### config.mk
export PLATFORM = sky130hd
export DESIGN_NAME = operand_addr_gen
export DESIGN_NICKNAME = d
export VERILOG_FILES = /design/src/addr_gen_pkg.sv /design/src/operand_addr_gen.sv
export SDC_FILE = /design/constraint.sdc
export NUM_CORES = 1
export LEC_CHECK = 0
export BUFFER_PORTS_ARGS = -buffer_cell sky130_fd_sc_hd__buf_2
export CELL_PAD_IN_SITES_DETAIL_PLACEMENT = 0
export CELL_PAD_IN_SITES_GLOBAL_PLACEMENT = 1
export CORE_MARGIN = 2
export CORE_UTILIZATION = 46
export DETAILED_ROUTE_END_ITERATION = 8
export GPL_TIMING_DRIVEN = 0
export PLACE_DENSITY = 0.82
export SLEW_MARGIN = 20
export SYNTH_ARGS = -nofsm -noshare
export SYNTH_HDL_FRONTEND = slang
export SYNTH_SLANG_ARGS = --single-unit
### constraint.sdc
create_clock -name mclk -period 5.85 [get_ports mclk]
set_input_delay 0.2925 -clock mclk [delete_from_list [all_inputs] [get_ports mclk]]
set_output_delay 0.2925 -clock mclk [all_outputs]
set_load 0.01 [all_outputs]
### src/addr_gen_pkg.sv
// Purpose: shared types and constants for the operand address generator
// Assumes: 16-bit address bus, 8-bit data, opcode already decoded upstream
// Notes:   group and mode codes are set by the decoder, not by opcode bits
package addr_gen_pkg;

   localparam int ADDR_W = 16;
   localparam int DATA_W = 8;

   // highest address an 8-bit offset indexed access can reach
   localparam logic [15:0] IX1_TOP = 16'h01fe;
   localparam logic [7:0] PAGE_ZERO = 8'h00;
   localparam logic [15:0] ADDR_ZERO = 16'h0000;

   localparam logic [1:0] OPERANDS_NONE = 2'h0;
   localparam logic [1:0] OPERANDS_ONE = 2'h1;
   localparam logic [1:0] OPERANDS_TWO = 2'h2;
   localparam logic [15:0] STEP_ONE = 16'h0001;
   localparam logic [15:0] STEP_TWO = 16'h0002;

   typedef enum logic [2:0] {
      mode_inherent = 3'h0,
      mode_immediate = 3'h1,
      mode_direct = 3'h2,
      mode_extended = 3'h3,
      mode_ix0 = 3'h4,
      mode_ix1 = 3'h5,
      mode_ix2 = 3'h6,
      mode_relative = 3'h7
   } addr_mode_t;

   typedef enum logic [2:0] {
      grp_rmw = 3'h0,
      grp_regmem = 3'h1,
      grp_jump = 3'h2,
      grp_branch = 3'h3,
      grp_bit_branch = 3'h4,
      grp_mul = 3'h5,
      grp_control = 3'h6
   } op_group_t;

   typedef enum logic [1:0] {
      st_idle = 2'h0,
      st_byte1 = 2'h1,
      st_byte2 = 2'h2,
      st_calc = 2'h3
   } gen_state_t;

endpackage

### src/operand_addr_gen.sv
// Purpose: effective address, branch target and multiply placement
// Assumes: one request at a time; operand bytes come from program memory
// Notes:   opcode byte itself is fetched elsewhere; pc_in is its address
`timescale 1ns/1ps

// Contract
// RL1: no-offset indexed address is index register low byte, high byte zero.
// RL2: no-offset indexed instructions are one byte, no operand fetch.
// RL3: 8-bit offset address is unsigned index plus unsigned offset, up to 510.
// RL4: 8-bit offset indexed instructions are two bytes.
// RL5: 16-bit offset address is 8-bit index plus 16-bit unsigned offset.
// RL6: first offset byte fetched is high byte, second is low byte.
// RL7: 16-bit offset indexed instructions are three bytes.
// RL8: relative addressing only for the branch groups.
// RL9: taken branch loads pc with next pc plus sign-extended offset.
// RL10: untaken branch moves pc to the following instruction.
// RL11: offset is two's complement, measured from the next instruction address.
// RL12: multiply puts product high byte in index, low byte in accumulator.
// RL13: read-modify-write group accepts no-offset and 8-bit offset indexed only.
// RL14: register/memory and jump groups accept all three indexed forms.
// RL15: register/memory uses immediate, direct, extended or indexed operand forms.
// RL16: direct address is next byte with high byte forced to zero.
// RL17: extended address is next two bytes, high first; three-byte instruction.
// RL18: address sums wrap at 16 bits, carry discarded.
module operand_addr_gen (
   input wire logic mclk, // 25 MHz core clock
   input wire logic rst, // async reset, active high
   input wire logic start, // request pulse, taken when idle
   input wire addr_gen_pkg::op_group_t grp_in, // decoded group
   input wire addr_gen_pkg::addr_mode_t mode_in, // decoded addressing form
   input wire logic cond_in, // branch condition result
   input wire logic [15:0] pc_in, // address of the opcode
   input wire logic [7:0] acc_in, // accumulator value
   input wire logic [7:0] idx_in, // index register value
   input wire logic rd_valid, // operand byte present
   input wire logic [7:0] rd_data, // operand byte
   output logic busy_reg, // request in progress
   output logic fetch_req_reg, // operand byte wanted
   output logic [15:0] fetch_addr_reg, // operand byte address
   output logic done_reg, // results valid, one cycle
   output logic illegal_reg, // form refused, one cycle
   output logic [15:0] ea_reg, // effective operand address
   output logic [15:0] pc_next_reg, // new program counter
   output logic [1:0] len_reg, // instruction length in bytes
   output logic mul_wr_reg, // multiply results valid, one cycle
   output logic [7:0] acc_res_reg, // product low byte
   output logic [7:0] idx_res_reg // product high byte
);

   // ------------------------------------------------------------
   // decode helpers
   // ------------------------------------------------------------
   function automatic logic form_legal(addr_gen_pkg::op_group_t g,
                                       addr_gen_pkg::addr_mode_t m);
      logic ok;
      ok = 1'b0;
      case (g)
         addr_gen_pkg::grp_rmw: begin
            ok = m inside {addr_gen_pkg::mode_inherent, addr_gen_pkg::mode_direct,
                           addr_gen_pkg::mode_ix0, addr_gen_pkg::mode_ix1}; // RL13
         end
         addr_gen_pkg::grp_regmem: begin
            ok = m != addr_gen_pkg::mode_inherent && m != addr_gen_pkg::mode_relative; // RL15
         end
         addr_gen_pkg::grp_jump: begin
            ok = m inside {addr_gen_pkg::mode_direct, addr_gen_pkg::mode_extended,
                           addr_gen_pkg::mode_ix0, addr_gen_pkg::mode_ix1,
                           addr_gen_pkg::mode_ix2}; // RL14
         end
         addr_gen_pkg::grp_branch, addr_gen_pkg::grp_bit_branch: begin
            ok = m == addr_gen_pkg::mode_relative; // RL8
         end
         default: begin
            ok = m == addr_gen_pkg::mode_inherent;
         end
      endcase
      return ok;
   endfunction

   // bytes following the opcode
   function automatic logic [1:0] operand_bytes(addr_gen_pkg::op_group_t g,
                                                addr_gen_pkg::addr_mode_t m);
      logic [1:0] n;
      n = addr_gen_pkg::OPERANDS_NONE;
      if (g == addr_gen_pkg::grp_bit_branch) begin
         n = addr_gen_pkg::OPERANDS_TWO;
      end else if (m == addr_gen_pkg::mode_extended || m == addr_gen_pkg::mode_ix2) begin
         n = addr_gen_pkg::OPERANDS_TWO; // RL7 RL17
      end else if (m == addr_gen_pkg::mode_inherent || m == addr_gen_pkg::mode_ix0) begin
         n = addr_gen_pkg::OPERANDS_NONE; // RL2
      end else begin
         n = addr_gen_pkg::OPERANDS_ONE; // RL4
      end
      return n;
   endfunction

   // ------------------------------------------------------------
   // request capture
   // ------------------------------------------------------------
   addr_gen_pkg::gen_state_t state_reg;
   addr_gen_pkg::op_group_t grp_reg;
   addr_gen_pkg::addr_mode_t mode_reg;
   logic cond_reg;
   logic [15:0] pc_reg;
   logic [7:0] acc_reg;
   logic [7:0] idx_reg;
   logic [1:0] nbytes_reg;
   logic [7:0] b1_reg;
   logic [7:0] b2_reg;
   logic accept;

   assign accept = start && state_reg == addr_gen_pkg::st_idle;

   always_ff @(posedge mclk or posedge rst) begin
      if (rst) begin
         grp_reg <= addr_gen_pkg::grp_control;
         mode_reg <= addr_gen_pkg::mode_inherent;
         cond_reg <= 1'b0;
         pc_reg <= addr_gen_pkg::ADDR_ZERO;
         acc_reg <= addr_gen_pkg::PAGE_ZERO;
         idx_reg <= addr_gen_pkg::PAGE_ZERO;
         nbytes_reg <= addr_gen_pkg::OPERANDS_NONE;
      end else if (accept) begin
         grp_reg <= grp_in;
         mode_reg <= mode_in;
         cond_reg <= cond_in;
         pc_reg <= pc_in;
         acc_reg <= acc_in;
         idx_reg <= idx_in;
         nbytes_reg <= operand_bytes(grp_in, mode_in);
      end
   end

   // ------------------------------------------------------------
   // sequencer and operand fetch
   // ------------------------------------------------------------
   always_ff @(posedge mclk or posedge rst) begin
      if (rst) begin
         state_reg <= addr_gen_pkg::st_idle;
         fetch_req_reg <= 1'b0;
         fetch_addr_reg <= addr_gen_pkg::ADDR_ZERO;
         b1_reg <= addr_gen_pkg::PAGE_ZERO;
         b2_reg <= addr_gen_pkg::PAGE_ZERO;
         illegal_reg <= 1'b0;
      end else begin
         illegal_reg <= 1'b0;
         case (state_reg)
            addr_gen_pkg::st_idle: begin
               if (start && !form_legal(grp_in, mode_in)) begin
                  illegal_reg <= 1'b1;
               end else if (start) begin
                  if (operand_bytes(grp_in, mode_in) == addr_gen_pkg::OPERANDS_NONE) begin
                     state_reg <= addr_gen_pkg::st_calc; // RL2
                  end else begin
                     state_reg <= addr_gen_pkg::st_byte1;
                     fetch_req_reg <= 1'b1;
                     fetch_addr_reg <= pc_in + addr_gen_pkg::STEP_ONE;
                  end
               end
            end
            addr_gen_pkg::st_byte1: begin
               if (rd_valid) begin
                  b1_reg <= rd_data;
                  if (nbytes_reg == addr_gen_pkg::OPERANDS_TWO) begin
                     state_reg <= addr_gen_pkg::st_byte2;
                     fetch_addr_reg <= pc_reg + addr_gen_pkg::STEP_TWO;
                  end else begin
                     state_reg <= addr_gen_pkg::st_calc;
                     fetch_req_reg <= 1'b0;
                  end
               end
            end
            addr_gen_pkg::st_byte2: begin
               if (rd_valid) begin
                  b2_reg <= rd_data;
                  state_reg <= addr_gen_pkg::st_calc;
                  fetch_req_reg <= 1'b0;
               end
            end
            default: begin
               state_reg <= addr_gen_pkg::st_idle;
            end
         endcase
      end
   end

   // ------------------------------------------------------------
   // address arithmetic
   // ------------------------------------------------------------
   logic [15:0] ea_calc;
   logic [15:0] seq_pc;
   logic [15:0] target;
   logic [7:0] rel_off;
   logic [15:0] product;

   always_comb begin
      ea_calc = addr_gen_pkg::ADDR_ZERO;
      case (mode_reg)
         addr_gen_pkg::mode_direct: ea_calc = {addr_gen_pkg::PAGE_ZERO, b1_reg}; // RL16
         addr_gen_pkg::mode_extended: ea_calc = {b1_reg, b2_reg}; // RL17
         addr_gen_pkg::mode_ix0: ea_calc = {addr_gen_pkg::PAGE_ZERO, idx_reg}; // RL1
         addr_gen_pkg::mode_ix1: begin
            ea_calc = {addr_gen_pkg::PAGE_ZERO, idx_reg} +
                      {addr_gen_pkg::PAGE_ZERO, b1_reg}; // RL3
         end
         addr_gen_pkg::mode_ix2: begin
            ea_calc = 16'({b1_reg, b2_reg} + {addr_gen_pkg::PAGE_ZERO, idx_reg}); // RL5 RL6 RL18
         end
         default: ea_calc = addr_gen_pkg::ADDR_ZERO;
      endcase
      // bit-test branch carries its tested byte address first
      if (grp_reg == addr_gen_pkg::grp_bit_branch) begin
         ea_calc = {addr_gen_pkg::PAGE_ZERO, b1_reg};
      end
   end

   assign seq_pc = 16'(pc_reg + addr_gen_pkg::STEP_ONE + {14'h0000, nbytes_reg}); // RL18
   assign rel_off = grp_reg == addr_gen_pkg::grp_bit_branch ? b2_reg : b1_reg;
   // measured from the following instruction, sign extended
   assign target = 16'(seq_pc + {{8{rel_off[7]}}, rel_off}); // RL11 RL18
   assign product = acc_reg * idx_reg;

   // ------------------------------------------------------------
   // results
   // ------------------------------------------------------------
   always_ff @(posedge mclk or posedge rst) begin
      if (rst) begin
         done_reg <= 1'b0;
         ea_reg <= addr_gen_pkg::ADDR_ZERO;
         pc_next_reg <= addr_gen_pkg::ADDR_ZERO;
         len_reg <= addr_gen_pkg::OPERANDS_NONE;
      end else begin
         done_reg <= state_reg == addr_gen_pkg::st_calc;
         if (state_reg == addr_gen_pkg::st_calc) begin
            ea_reg <= ea_calc;
            len_reg <= nbytes_reg + addr_gen_pkg::OPERANDS_ONE;
            if (grp_reg == addr_gen_pkg::grp_jump) begin
               pc_next_reg <= ea_calc;
            end else if ((grp_reg == addr_gen_pkg::grp_branch ||
                          grp_reg == addr_gen_pkg::grp_bit_branch) && cond_reg) begin
               pc_next_reg <= target; // RL9
            end else begin
               pc_next_reg <= seq_pc; // RL10
            end
         end
      end
   end

   always_ff @(posedge mclk or posedge rst) begin
      if (rst) begin
         mul_wr_reg <= 1'b0;
         acc_res_reg <= addr_gen_pkg::PAGE_ZERO;
         idx_res_reg <= addr_gen_pkg::PAGE_ZERO;
      end else begin
         mul_wr_reg <= state_reg == addr_gen_pkg::st_calc && grp_reg == addr_gen_pkg::grp_mul;
         if (state_reg == addr_gen_pkg::st_calc && grp_reg == addr_gen_pkg::grp_mul) begin
            idx_res_reg <= product[15:8]; // RL12
            acc_res_reg <= product[7:0]; // RL12
         end
      end
   end

   always_ff @(posedge mclk or posedge rst) begin
      if (rst) begin
         busy_reg <= 1'b0;
      end else begin
         busy_reg <= accept ? form_legal(grp_in, mode_in) :
                     state_reg != addr_gen_pkg::st_calc && state_reg != addr_gen_pkg::st_idle;
      end
   end
endmodule

==> results of run 1 <==
synth_stat cells, drive strengths merged, types with 5 or more instances:
master,n,area (um2)
o21ai,73,376.6
xor2,32,280.3
nand2,120,460.4
o2bb2ai,7,61.31
a21oi,65,325.3
inv,89,334.1
or3,5,31.28
mux2,72,848.3
nand2b,15,93.84
o21bai,9,71.32
a21o,10,75.07
nor3,8,40.04
nor2,92,345.3
nor2b,9,63.81
a31oi,15,100.1
nand4,6,37.54
clkbuf,42,157.7
dfrtp,128,3203
and3,7,43.79
ha,76,950.9
fa,40,800.8
and2,57,356.6
buf,9,55.05
nand3b,6,45.04
nand3,18,90.09
xnor2,49,429.2
a211oi,11,82.58
o21a,6,45.04
mux2i,10,100.1
o211ai,11,87.58
a22oi,5,37.54
worst register-to-register path, stage by stage (launching register included):
cell	delay, ns
dfrtp_1	0.39
clkbuf_1	0.46
and2_1	0.24
fa_1	0.45
fa_1	0.52
fa_1	0.55
inv_1	0.06
fa_1	0.54
inv_1	0.05
ha_1	0.23
or3_1	0.38
o221a_2	0.26
o41ai_1	0.49
o21ai_1	0.17
xnor2_1	0.16
o21ai_1	0.07
layer usage:
metal,wire [um],share of wire [%],vias to the layer above
li1,-,-,4171
met2,12890,47,174
met1,12600,46,4106
met3,1270,4.7,31
met5,0,0,-
met4,450,1.7,0
placed cells by master (no fill, tap or decap), types with 3 or more instances in the layout:
cell / n
a211o_1: 3
a211oi_1: 11
a21o_1: 10
a21oi_1: 65
a221oi_1: 3
a22oi_1: 5
a31oi_1: 14
and2_1: 57
and3_1: 7
buf_2: 123
clkbuf_1: 42
clkbuf_16: 17
clkinv_2: 4
dfrtp_1: 128
fa_1: 40
ha_1: 76
inv_1: 83
inv_2: 5
inv_6: 5
mux2_1: 37
mux2_2: 25
mux2_4: 10
mux2i_1: 10
nand2_1: 118
nand2b_1: 15
nand3_1: 18
nand3b_1: 6
nand4_1: 6
nor2_1: 92
nor2b_1: 8
nor3_1: 8
o211ai_1: 10
o21a_1: 6
o21ai_0: 24
o21ai_1: 48
o21bai_1: 8
o2bb2ai_1: 7
or3_1: 5
xnor2_1: 49
xor2_1: 32
cells by family after synthesis:
kind of cell / share of synthesized area, %
fa+ha+maj: 16.80
buf+inv: 5.280
flops: 31.22
simple gates: 16.11
compound gates: 14.69
xor+xnor: 6.803
mux: 9.095
metrics by stage:
| step | hold slack (ns) | cell area (um2) |
|---|---|---|
| 2_1_floorplan | 0.4242 | 10430 |
| 3_3_place_gp | 0.4540 | 11370 |
| 3_5_place_dp | 0.3100 | 11410 |
| 4_1_cts | 0.05496 | 12000 |
| 5_1_grt | 0.06145 | 12000 |
| 6_report | 0.05360 | 12000 |
final cells by class:
type	instances	area, um2
fill	2129	10430
clock inverter	15	156.4
timing repair buffer	120	628.1
buffer	51	212.7
multi-input combinational	871	6621
inverter	90	345.3
tap	285	356.6
clock buffer	17	425.4
sequential	130	3256
worst max-delay path by stage:
stage / startpoint / end / cells past startpoint
6_report: idx_reg[6]$_DFFE_PP0P_ / idx_res_reg[7]$_DFFE_PP0P_ / 15
3_5_place_dp: idx_reg[7]$_DFFE_PP0P_ / idx_res_reg[7]$_DFFE_PP0P_ / 15
2_1_floorplan: idx_reg[7]$_DFFE_PP0P_ / idx_res_reg[7]$_DFFE_PP0P_ / 15
4_1_cts: idx_reg[6]$_DFFE_PP0P_ / idx_res_reg[7]$_DFFE_PP0P_ / 15
3_3_place_gp: rst / b1_reg[4]$_DFFE_PP0P_ / 2
5_1_grt: idx_reg[5]$_DFFE_PP0P_ / idx_res_reg[7]$_DFFE_PP0P_ / 15
==> metrics.csv, run 1 <==
stage;metric;value;unit
synthesis;Post-synth EDFFs;0;
placed_design;sum of net half-perimeters after detailed placement;20840;um
floorplan;DIE AREA;0.02389;mm2
cts;Skew-Pair Late Insertion Delay;0.44;ns
global_route;met2 demand-to-capacity share in global routing;39.20;%
setup_path;CP delay by family, top;adder cells;
detailed_routing;overall via count from detail_route;8482;
min_path;Worst Hold Endpoint;idx_reg[4]$_DFFE_PP0P_;
global_route;GR Overflow Total;0;
cts;post-cts resize count;0;
detailed_routing;DRT Pass-1 Iters;6;
detailed_routing;final wirelength;27210;um
global_route;global routing met1 resource utilization;32.16;%
setup_path;CP max stage cell;fa_1;
timing;part of the cycle the worst path needs;87.90;%
timing;Period minus WS final;5.142;ns
cts;Sink Count;130;
global_route;global routing usage on met3;4.343;%
finish;area growth from synthesis to layout;15.09;%
synthesis;share of synthesized registers carrying an async set or reset;100.0;%
min_path;Hold Path Origin;idx_in[4];
cts;Num CTS Buffers;17;
setup_path;kind of end point of the critical path;flop;
setup_path;worst setup slack for register-to-register paths;0.71;ns
setup_path;Max FO, Critical Path;10;
synthesis;dominant register cell in the synthesized netlist;dfrtp_1;
setup_path;cell breakdown of the critical path;clkbuf_1 > and2_1 > fa_1 > fa_1 > fa_1 > inv_1 > fa_1 > inv_1 > ha_1 > or3_1 > o221a_2 > o41ai_1 > o21ai_1 > xnor2_1 > o21ai_1;
cts;Post-CTS Repair Setup Buffers;0;
detailed_routing;number of DRC markers after the initial detailed-route iteration;591;
timing;final setup margin;0.7080;ns
setup_path;critical path's most frequent cell;fa_1;
cts;Clk Tree Root Cell;clkbuf_16;
synthesis;warnings from Yosys;0;
global_route;GR peak layer;met2;
floorplan;Floorplan Core Area;0.02243;mm2
placed_design;cell count after placement;1546;
timing;final count of hold timing violations;0;
floorplan;Initial Util;46.48;%
global_route;All-Layer GR Usage;23.79;%
cts;clock transition time at the flip-flop clock pins of the worst setup and hold paths;0.07;ns
global_route;largest net degree at the start of global routing;89;
cts;CTS tree;built;
placed_design;count of input and output buffers;118;
setup_path;launching point of the worst reg2reg path;idx_reg[6]$_DFFE_PP0P_;
timing;worst clock skew;0.01740;ns
timing;final-report max-slew violation count;0;
floorplan;die height;154.6;um
flow_run;number of max-cap violations;0;
timing;transition at the pin with the smallest max-transition slack;0.9193;ns
global_route;first-pass GRT wire length;44730;um
setup_path;data required time at the worst endpoint;6.15;ns
timing;Achievable Freq;194.5;MHz
setup_path;Buffers & Inverters on Critical Path;3;
synthesis;average size of a mapped cell;9.131;um2
timing;post-route setup TNS;0;ns
cts;buffers from clock root to sink, at most;2;
detailed_routing;post-detailed-route count of antenna-violating nets;0;
timing;worst slew slack as a fraction of its limit;38.71;%
synthesis;number of register bits inferred by synthesis;130;
finish;final antenna diode count;0;
global_route;vias in the first global route;8461;
floorplan;number of placed I/O pins;122;
setup_path;Setup Crit Path Kind;flop to flop;
finish;post-layout instance count excluding filler cells;1579;
synthesis;Cells after Synth;1142;
synthesis;Seq/Total Area, Yosys;31.22;%
timing;setup-violating endpoint count in the final report;0;
finish;utilization after layout;53.50;%
placed_design;worst-case setup slack after placement;0.7917;ns
global_route;initial antenna violation count;1;
finish;fraction of final layout cells with drive strength greater than 1;16.38;%
detailed_routing;# DRC;0;
synthesis;Cell Area, Synth;0.01043;mm2
min_path;path type of the worst min-delay path;primary input to flop;
setup_path;capturing point of the worst reg2reg path;idx_res_reg[7]$_DFFE_PP0P_;
floorplan;row count;55;
timing;RSZ-0062 raised after global routing;false;
outcome;result of the run;complete, no violations;
synthesis;post-synth net total;1309;
setup_path;data arrival time at the worst-slack endpoint;5.44;ns
detailed_routing;ratio of routed vias to standard cells;5.372;
cts;H-Tree Level Count;4;
floorplan;horizontal extent of the die;154.6;um
cts;hold buffer count at CTS;1;
setup_path;delay of the slowest critical-path stage;0.55;ns
synthesis;number of distinct library cells after synthesis;74;
min_path;Cells on Worst Hold Path;2;
placed_design;global placer's final weighted congestion;0.8690;
setup_path;launching element type of the critical path;flop;
detailed_routing;average wire per cell in the routed design;17.23;um
finish;Post-layout nets;1448;
setup_path;number of cells on the worst reg-to-reg path;15;
Power of run 1 is left out: the tool's default activity adds up to more than one toggle a clock period on the data nets, which glitch-free logic cannot reach.
==> run 2: changes to the inputs <==
--- a/config.mk
+++ b/config.mk
@@ -6,13 +6,11 @@
 export NUM_CORES = 1
 export LEC_CHECK = 0
 export BUFFER_PORTS_ARGS = -buffer_cell sky130_fd_sc_hd__buf_2
-export CELL_PAD_IN_SITES_DETAIL_PLACEMENT = 0
-export CELL_PAD_IN_SITES_GLOBAL_PLACEMENT = 1
 export CORE_MARGIN = 2
-export CORE_UTILIZATION = 46
+export CORE_UTILIZATION = 51
 export DETAILED_ROUTE_END_ITERATION = 8
 export GPL_TIMING_DRIVEN = 0
-export PLACE_DENSITY = 0.82
+export PLACE_DENSITY = 0.71
 export SLEW_MARGIN = 20
 export SYNTH_ARGS = -nofsm -noshare
 export SYNTH_HDL_FRONTEND = slang
==> run 2 against run 1 <==
Against the previous run: cell count shrank 0.95%; sequential share of layout area grew 0.060 points; worst setup slack lost 0.016 ns; global-route usage grew 1.8 points; largest cell class unchanged.
==> metrics.csv, run 2 (synthesis gave the netlist of run 1 again) <==
stage;metric;value;unit
outcome;result of the run;complete, no violations;
min_path;Worst Hold Endpoint;idx_reg[1]$_DFFE_PP0P_;
cts;H-Tree Level Count;4;
min_path;path type of the worst min-delay path;primary input to flop;
setup_path;capturing point of the worst reg2reg path;idx_res_reg[7]$_DFFE_PP0P_;
finish;register area;0.003256;mm2
cts;clock transition time at the flip-flop clock pins of the worst setup and hold paths;0.06;ns
floorplan;DIE AREA;0.02161;mm2
timing;final count of hold timing violations;0;
global_route;GR Overflow Total;0;
cts;Skew-Pair Late Insertion Delay;0.43;ns
cts;Clk Tree Root Cell;clkbuf_16;
timing;transition at the pin with the smallest max-transition slack;0.8599;ns
finish;area of the multi-input gates;0.006621;mm2
cts;buffers from clock root to sink, at most;2;
setup_path;data required time at the worst endpoint;6.15;ns
global_route;initial antenna violation count;0;
setup_path;Setup Crit Path Kind;flop to flop;
global_route;first-pass GRT wire length;44220;um
finish;final antenna diode count;0;
finish;most common cell after layout, fill and taps aside;dfrtp_1;
cts;Num CTS Buffers;17;
timing;post-route setup TNS;0;ns
setup_path;worst setup slack for register-to-register paths;0.69;ns
detailed_routing;ratio of routed vias to standard cells;5.516;
timing;setup-violating endpoint count in the final report;0;
finish;fill cell count;1797;
timing;RSZ-0062 raised after global routing;false;
detailed_routing;overall via count from detail_route;8627;
timing;Achievable Freq;193.9;MHz
finish;area growth from synthesis to layout;14.84;%
floorplan;Initial Util;51.70;%
detailed_routing;DRT Pass-1 Iters;6;
detailed_routing;number of DRC markers after the initial detailed-route iteration;667;
placed_design;sum of net half-perimeters after detailed placement;20340;um
setup_path;number of cells on the worst reg-to-reg path;15;
min_path;Cells on Worst Hold Path;2;
finish;Post-layout nets;1448;
setup_path;delay of the slowest critical-path stage;0.54;ns
global_route;largest net degree at the start of global routing;94;
setup_path;CP delay by family, top;adder cells;
floorplan;horizontal extent of the die;147.0;um
finish;commonest cells after routing, fill and taps aside;dfrtp_1, buf_2, nand2_1;
detailed_routing;# DRC;0;
placed_design;global placer's final weighted congestion;0.9285;
global_route;All-Layer GR Usage;25.56;%
setup_path;Worst Setup SP;idx_reg[6]$_DFFE_PP0P_;
min_path;Hold Path Origin;idx_in[1];
setup_path;launching point of the worst reg2reg path;idx_reg[6]$_DFFE_PP0P_;
floorplan;die height;147.0;um
flow_run;number of max-cap violations;0;
placed_design;count of input and output buffers;118;
floorplan;row count;52;
timing;Period minus WS final;5.158;ns
setup_path;critical path's most frequent cell;fa_1;
setup_path;CP max stage cell;fa_1;
timing;worst clock skew;0.01208;ns
setup_path;Max FO, Critical Path;10;
floorplan;Floorplan Core Area;0.02017;mm2
setup_path;launching element type of the critical path;flop;
setup_path;Buffers & Inverters on Critical Path;3;
setup_path;data arrival time at the worst-slack endpoint;5.45;ns
cts;Post-CTS Repair Setup Buffers;0;
global_route;vias in the first global route;8591;
floorplan;number of placed I/O pins;122;
timing;worst slew slack as a fraction of its limit;42.67;%
cts;Sink Count;130;
setup_path;kind of end point of the critical path;flop;
detailed_routing;final wirelength;26630;um
timing;part of the cycle the worst path needs;88.16;%
detailed_routing;average wire per cell in the routed design;17.03;um
cts;CTS tree;built;
timing;final-report max-slew violation count;0;
finish;fraction of final layout cells with drive strength greater than 1;16.38;%
setup_path;cell breakdown of the critical path;clkbuf_1 > and2_1 > fa_1 > fa_1 > fa_1 > inv_1 > fa_1 > inv_1 > ha_1 > or3_1 > o221a_2 > o41ai_1 > o21ai_1 > xnor2_1 > o21ai_1;
detailed_routing;post-detailed-route count of antenna-violating nets;0;
==> run 2: changes by cell type in the layout (fill, tap and decap cells not counted) <==
| cell | before | now |
|---|---|---|
| inv_6 | 5 | 1 |
| clkinv_2 | 4 | 3 |
| clkbuf_8 | 0 | 3 |
| clkinv_4 | 2 | 1 |
| clkinvlp_4 | 2 | 6 |
| bufinv_16 | 2 | 1 |
==> run 2: worst max path at each step <==
stage                                       to  cells after the start
floorplan           idx_res_reg[7]$_DFFE_PP0P_                     15
global placement         ea_reg[3]$_DFFE_PP0P_                      2
detailed placement  idx_res_reg[7]$_DFFE_PP0P_                     15
CTS                 idx_res_reg[7]$_DFFE_PP0P_                     15
global route        idx_res_reg[7]$_DFFE_PP0P_                     15
finish              idx_res_reg[7]$_DFFE_PP0P_                     15
==> run 2: per-layer routing <==
layer	up-vias	share of wire, %	GRT usage [%]
li1	4176	-	-
met2	236	48	42.63
met1	4175	45	34.36
met4	0	2.1	7.885
met3	40	5.0	4.317
met5	-	0	0
==> run 2: area by class of cell <==
type	count	area share, %
multi-input cells	871	55.29
flip-flops and latches	130	27.19
repair buffers	120	5.245
clock buffers	20	3.897
inverters	90	2.884
well taps	270	2.821
plain buffers	51	1.776
clock inverters	12	0.8985
==> run 2: per-stage QoR <==
stage	util, %	cell area (um2)	hold slack [ns]	cells	worst slack, ns
6_report	59.37	11980	0.07306	1564	0.6924
5_1_grt	59.37	11980	0.06957	1564	0.5108
4_1_cts	59.37	11980	0.06942	1564	0.7055
3_5_place_dp	56.48	11390	0.2907	1531	0.7376
2_1_floorplan	-	10430	0.4242	1142	1.349
3_3_place_gp	56.30	11360	0.4571	1530	0.4643
==> run 2: timing repair <==
action / in CTS / in global routing
hold buffers: 1 / 0
gates resized for setup: 0 / 0
hold endpoints to repair: 37 / 0
Power of run 2 is left out for the same reason.
==> run 3: changes to the inputs <==
--- a/config.mk
+++ b/config.mk
@@ -11,6 +11,7 @@
 export DETAILED_ROUTE_END_ITERATION = 8
 export GPL_TIMING_DRIVEN = 0
 export PLACE_DENSITY = 0.71
+export REMOVE_ABC_BUFFERS = 1
 export SLEW_MARGIN = 20
 export SYNTH_ARGS = -nofsm -noshare
 export SYNTH_HDL_FRONTEND = slang
==> run 3 against run 2 <==
Against the previous run: sequential share of layout area is 0.31 points higher; register-to-register slack better by 0.27 ns; worst setup slack better by 0.27 ns; die area stayed put.
==> metrics.csv, run 3 (synthesis gave the netlist of run 1 again) <==
stage;metric;value;unit
outcome;result of the run;complete, no violations;
global_route;first-pass GRT wire length;41570;um
placed_design;count of input and output buffers;121;
detailed_routing;# DRC;0;
setup_path;launching element type of the critical path;flop;
setup_path;Setup Crit Path Kind;flop to flop;
global_route;GR Overflow Total;0;
detailed_routing;number of DRC markers after the initial detailed-route iteration;545;
floorplan;row count;52;
timing;final count of hold timing violations;0;
timing;final setup margin;0.9588;ns
timing;Period minus WS final;4.891;ns
detailed_routing;final wirelength;24710;um
placed_design;sum of net half-perimeters after detailed placement;18450;um
floorplan;Initial Util;51.70;%
cts;buffers from clock root to sink, at most;2;
global_route;largest net degree at the start of global routing;67;
cts;Skew-Pair Late Insertion Delay;0.43;ns
setup_path;Buffers & Inverters on Critical Path;2;
finish;fraction of final layout cells with drive strength greater than 1;16.99;%
cts;Post-CTS Repair Setup Buffers;0;
flow_run;number of max-cap violations;0;
cts;post-cts resize count;0;
detailed_routing;post-detailed-route count of antenna-violating nets;0;
global_route;met2 demand-to-capacity share in global routing;39.18;%
cts;CTS tree;built;
timing;worst slew slack as a fraction of its limit;35.52;%
min_path;path type of the worst min-delay path;primary input to flop;
detailed_routing;ratio of routed vias to standard cells;5.551;
timing;transition at the pin with the smallest max-transition slack;0.9608;ns
finish;most common cell after layout, fill and taps aside;dfrtp_1;
floorplan;Floorplan Core Area;0.02017;mm2
setup_path;data required time at the worst endpoint;6.13;ns
placed_design;worst-case setup slack after placement;0.9535;ns
global_route;vias in the first global route;8287;
cts;Num CTS Buffers;17;
global_route;initial antenna violation count;2;
detailed_routing;average wire per cell in the routed design;16.26;um
floorplan;DIE AREA;0.02161;mm2
setup_path;Max FO, Critical Path;12;
global_route;GR peak layer;met2;
finish;Post-layout nets;1402;
timing;part of the cycle the worst path needs;83.61;%
placed_design;global placer's final weighted congestion;0.8824;
global_route;global routing met1 resource utilization;31.91;%
floorplan;number of placed I/O pins;122;
detailed_routing;DRT Pass-1 Iters;5;
floorplan;die height;147.0;um
setup_path;cell breakdown of the critical path;and2_1 > fa_1 > fa_1 > fa_1 > inv_1 > fa_1 > inv_1 > ha_1 > or3_1 > o221a_2 > o41ai_1 > o21ai_1 > xnor2_1 > o21ai_1;
setup_path;delay of the slowest critical-path stage;0.56;ns
global_route;All-Layer GR Usage;23.80;%
detailed_routing;overall via count from detail_route;8437;
cts;hold buffer count at CTS;1;
cts;Clk Tree Root Cell;clkbuf_16;
timing;Achievable Freq;204.4;MHz
cts;Sink Count;130;
setup_path;data arrival time at the worst-slack endpoint;5.17;ns
setup_path;CP max stage cell;fa_1;
setup_path;CP delay by family, top;adder cells;
global_route;global routing usage on met3;4.286;%
timing;worst clock skew;0.01041;ns
timing;setup-violating endpoint count in the final report;0;
cts;H-Tree Level Count;4;
timing;final-report max-slew violation count;0;
finish;area growth from synthesis to layout;13.55;%
setup_path;kind of end point of the critical path;flop;
setup_path;critical path's most frequent cell;fa_1;
floorplan;horizontal extent of the die;147.0;um
finish;commonest cells after routing, fill and taps aside;dfrtp_1, buf_2, nand2_1;
timing;RSZ-0062 raised after global routing;false;
timing;post-route setup TNS;0;ns
finish;utilization after layout;58.70;%
cts;clock transition time at the flip-flop clock pins of the worst setup and hold paths;0.06;ns
==> run 3: worst paths after layout <==
kind                                             from                          to  slack, ns  depth (start not counted)
max in group asynchronous                         rst  pc_next_reg[6]$_DFFE_PP0P_       4.70                          4
min reg2reg                acc_res_reg[3]$_DFFE_PP0P_  acc_res_reg[3]$_DFFE_PP0P_       0.47                          2
min in group asynchronous                         rst  idx_res_reg[7]$_DFFE_PP0P_       0.47                          3
max                            idx_reg[7]$_DFFE_PP0P_  idx_res_reg[7]$_DFFE_PP0P_       0.96                         14
min                                         idx_in[4]      idx_reg[4]$_DFFE_PP0P_       0.08                          2
max reg2reg                    idx_reg[7]$_DFFE_PP0P_  idx_res_reg[7]$_DFFE_PP0P_       0.96                         14
==> run 3: layout make-up <==
class / instances / area (um2)
multi-input cells: 871 / 6634
repair buffers: 125 / 683.2
well taps: 270 / 337.8
diodes: 2 / 5.005
fillers: 1813 / 8329
flip-flops and latches: 130 / 3256
clock inverters: 12 / 132.6
inverters: 90 / 345.3
clock buffers: 20 / 446.7
==> run 3: layer usage <==
metal	part of all wire, %	wire (um)
met1	45	11190
met2	47	11730
met3	5.2	1283
met4	2.1	508
met5	0	0
==> run 3: stage by stage <==
stage	hold WS (ns)	instances	area, um2
detailed placement	0.3728	1485	11240
floorplan	0.4244	1091	10210
finish	0.07819	1520	11840
global route	0.06966	1519	11840
global placement	0.4541	1482	11160
CTS	0.06489	1518	11830
Power of run 3 is left out for the same reason.
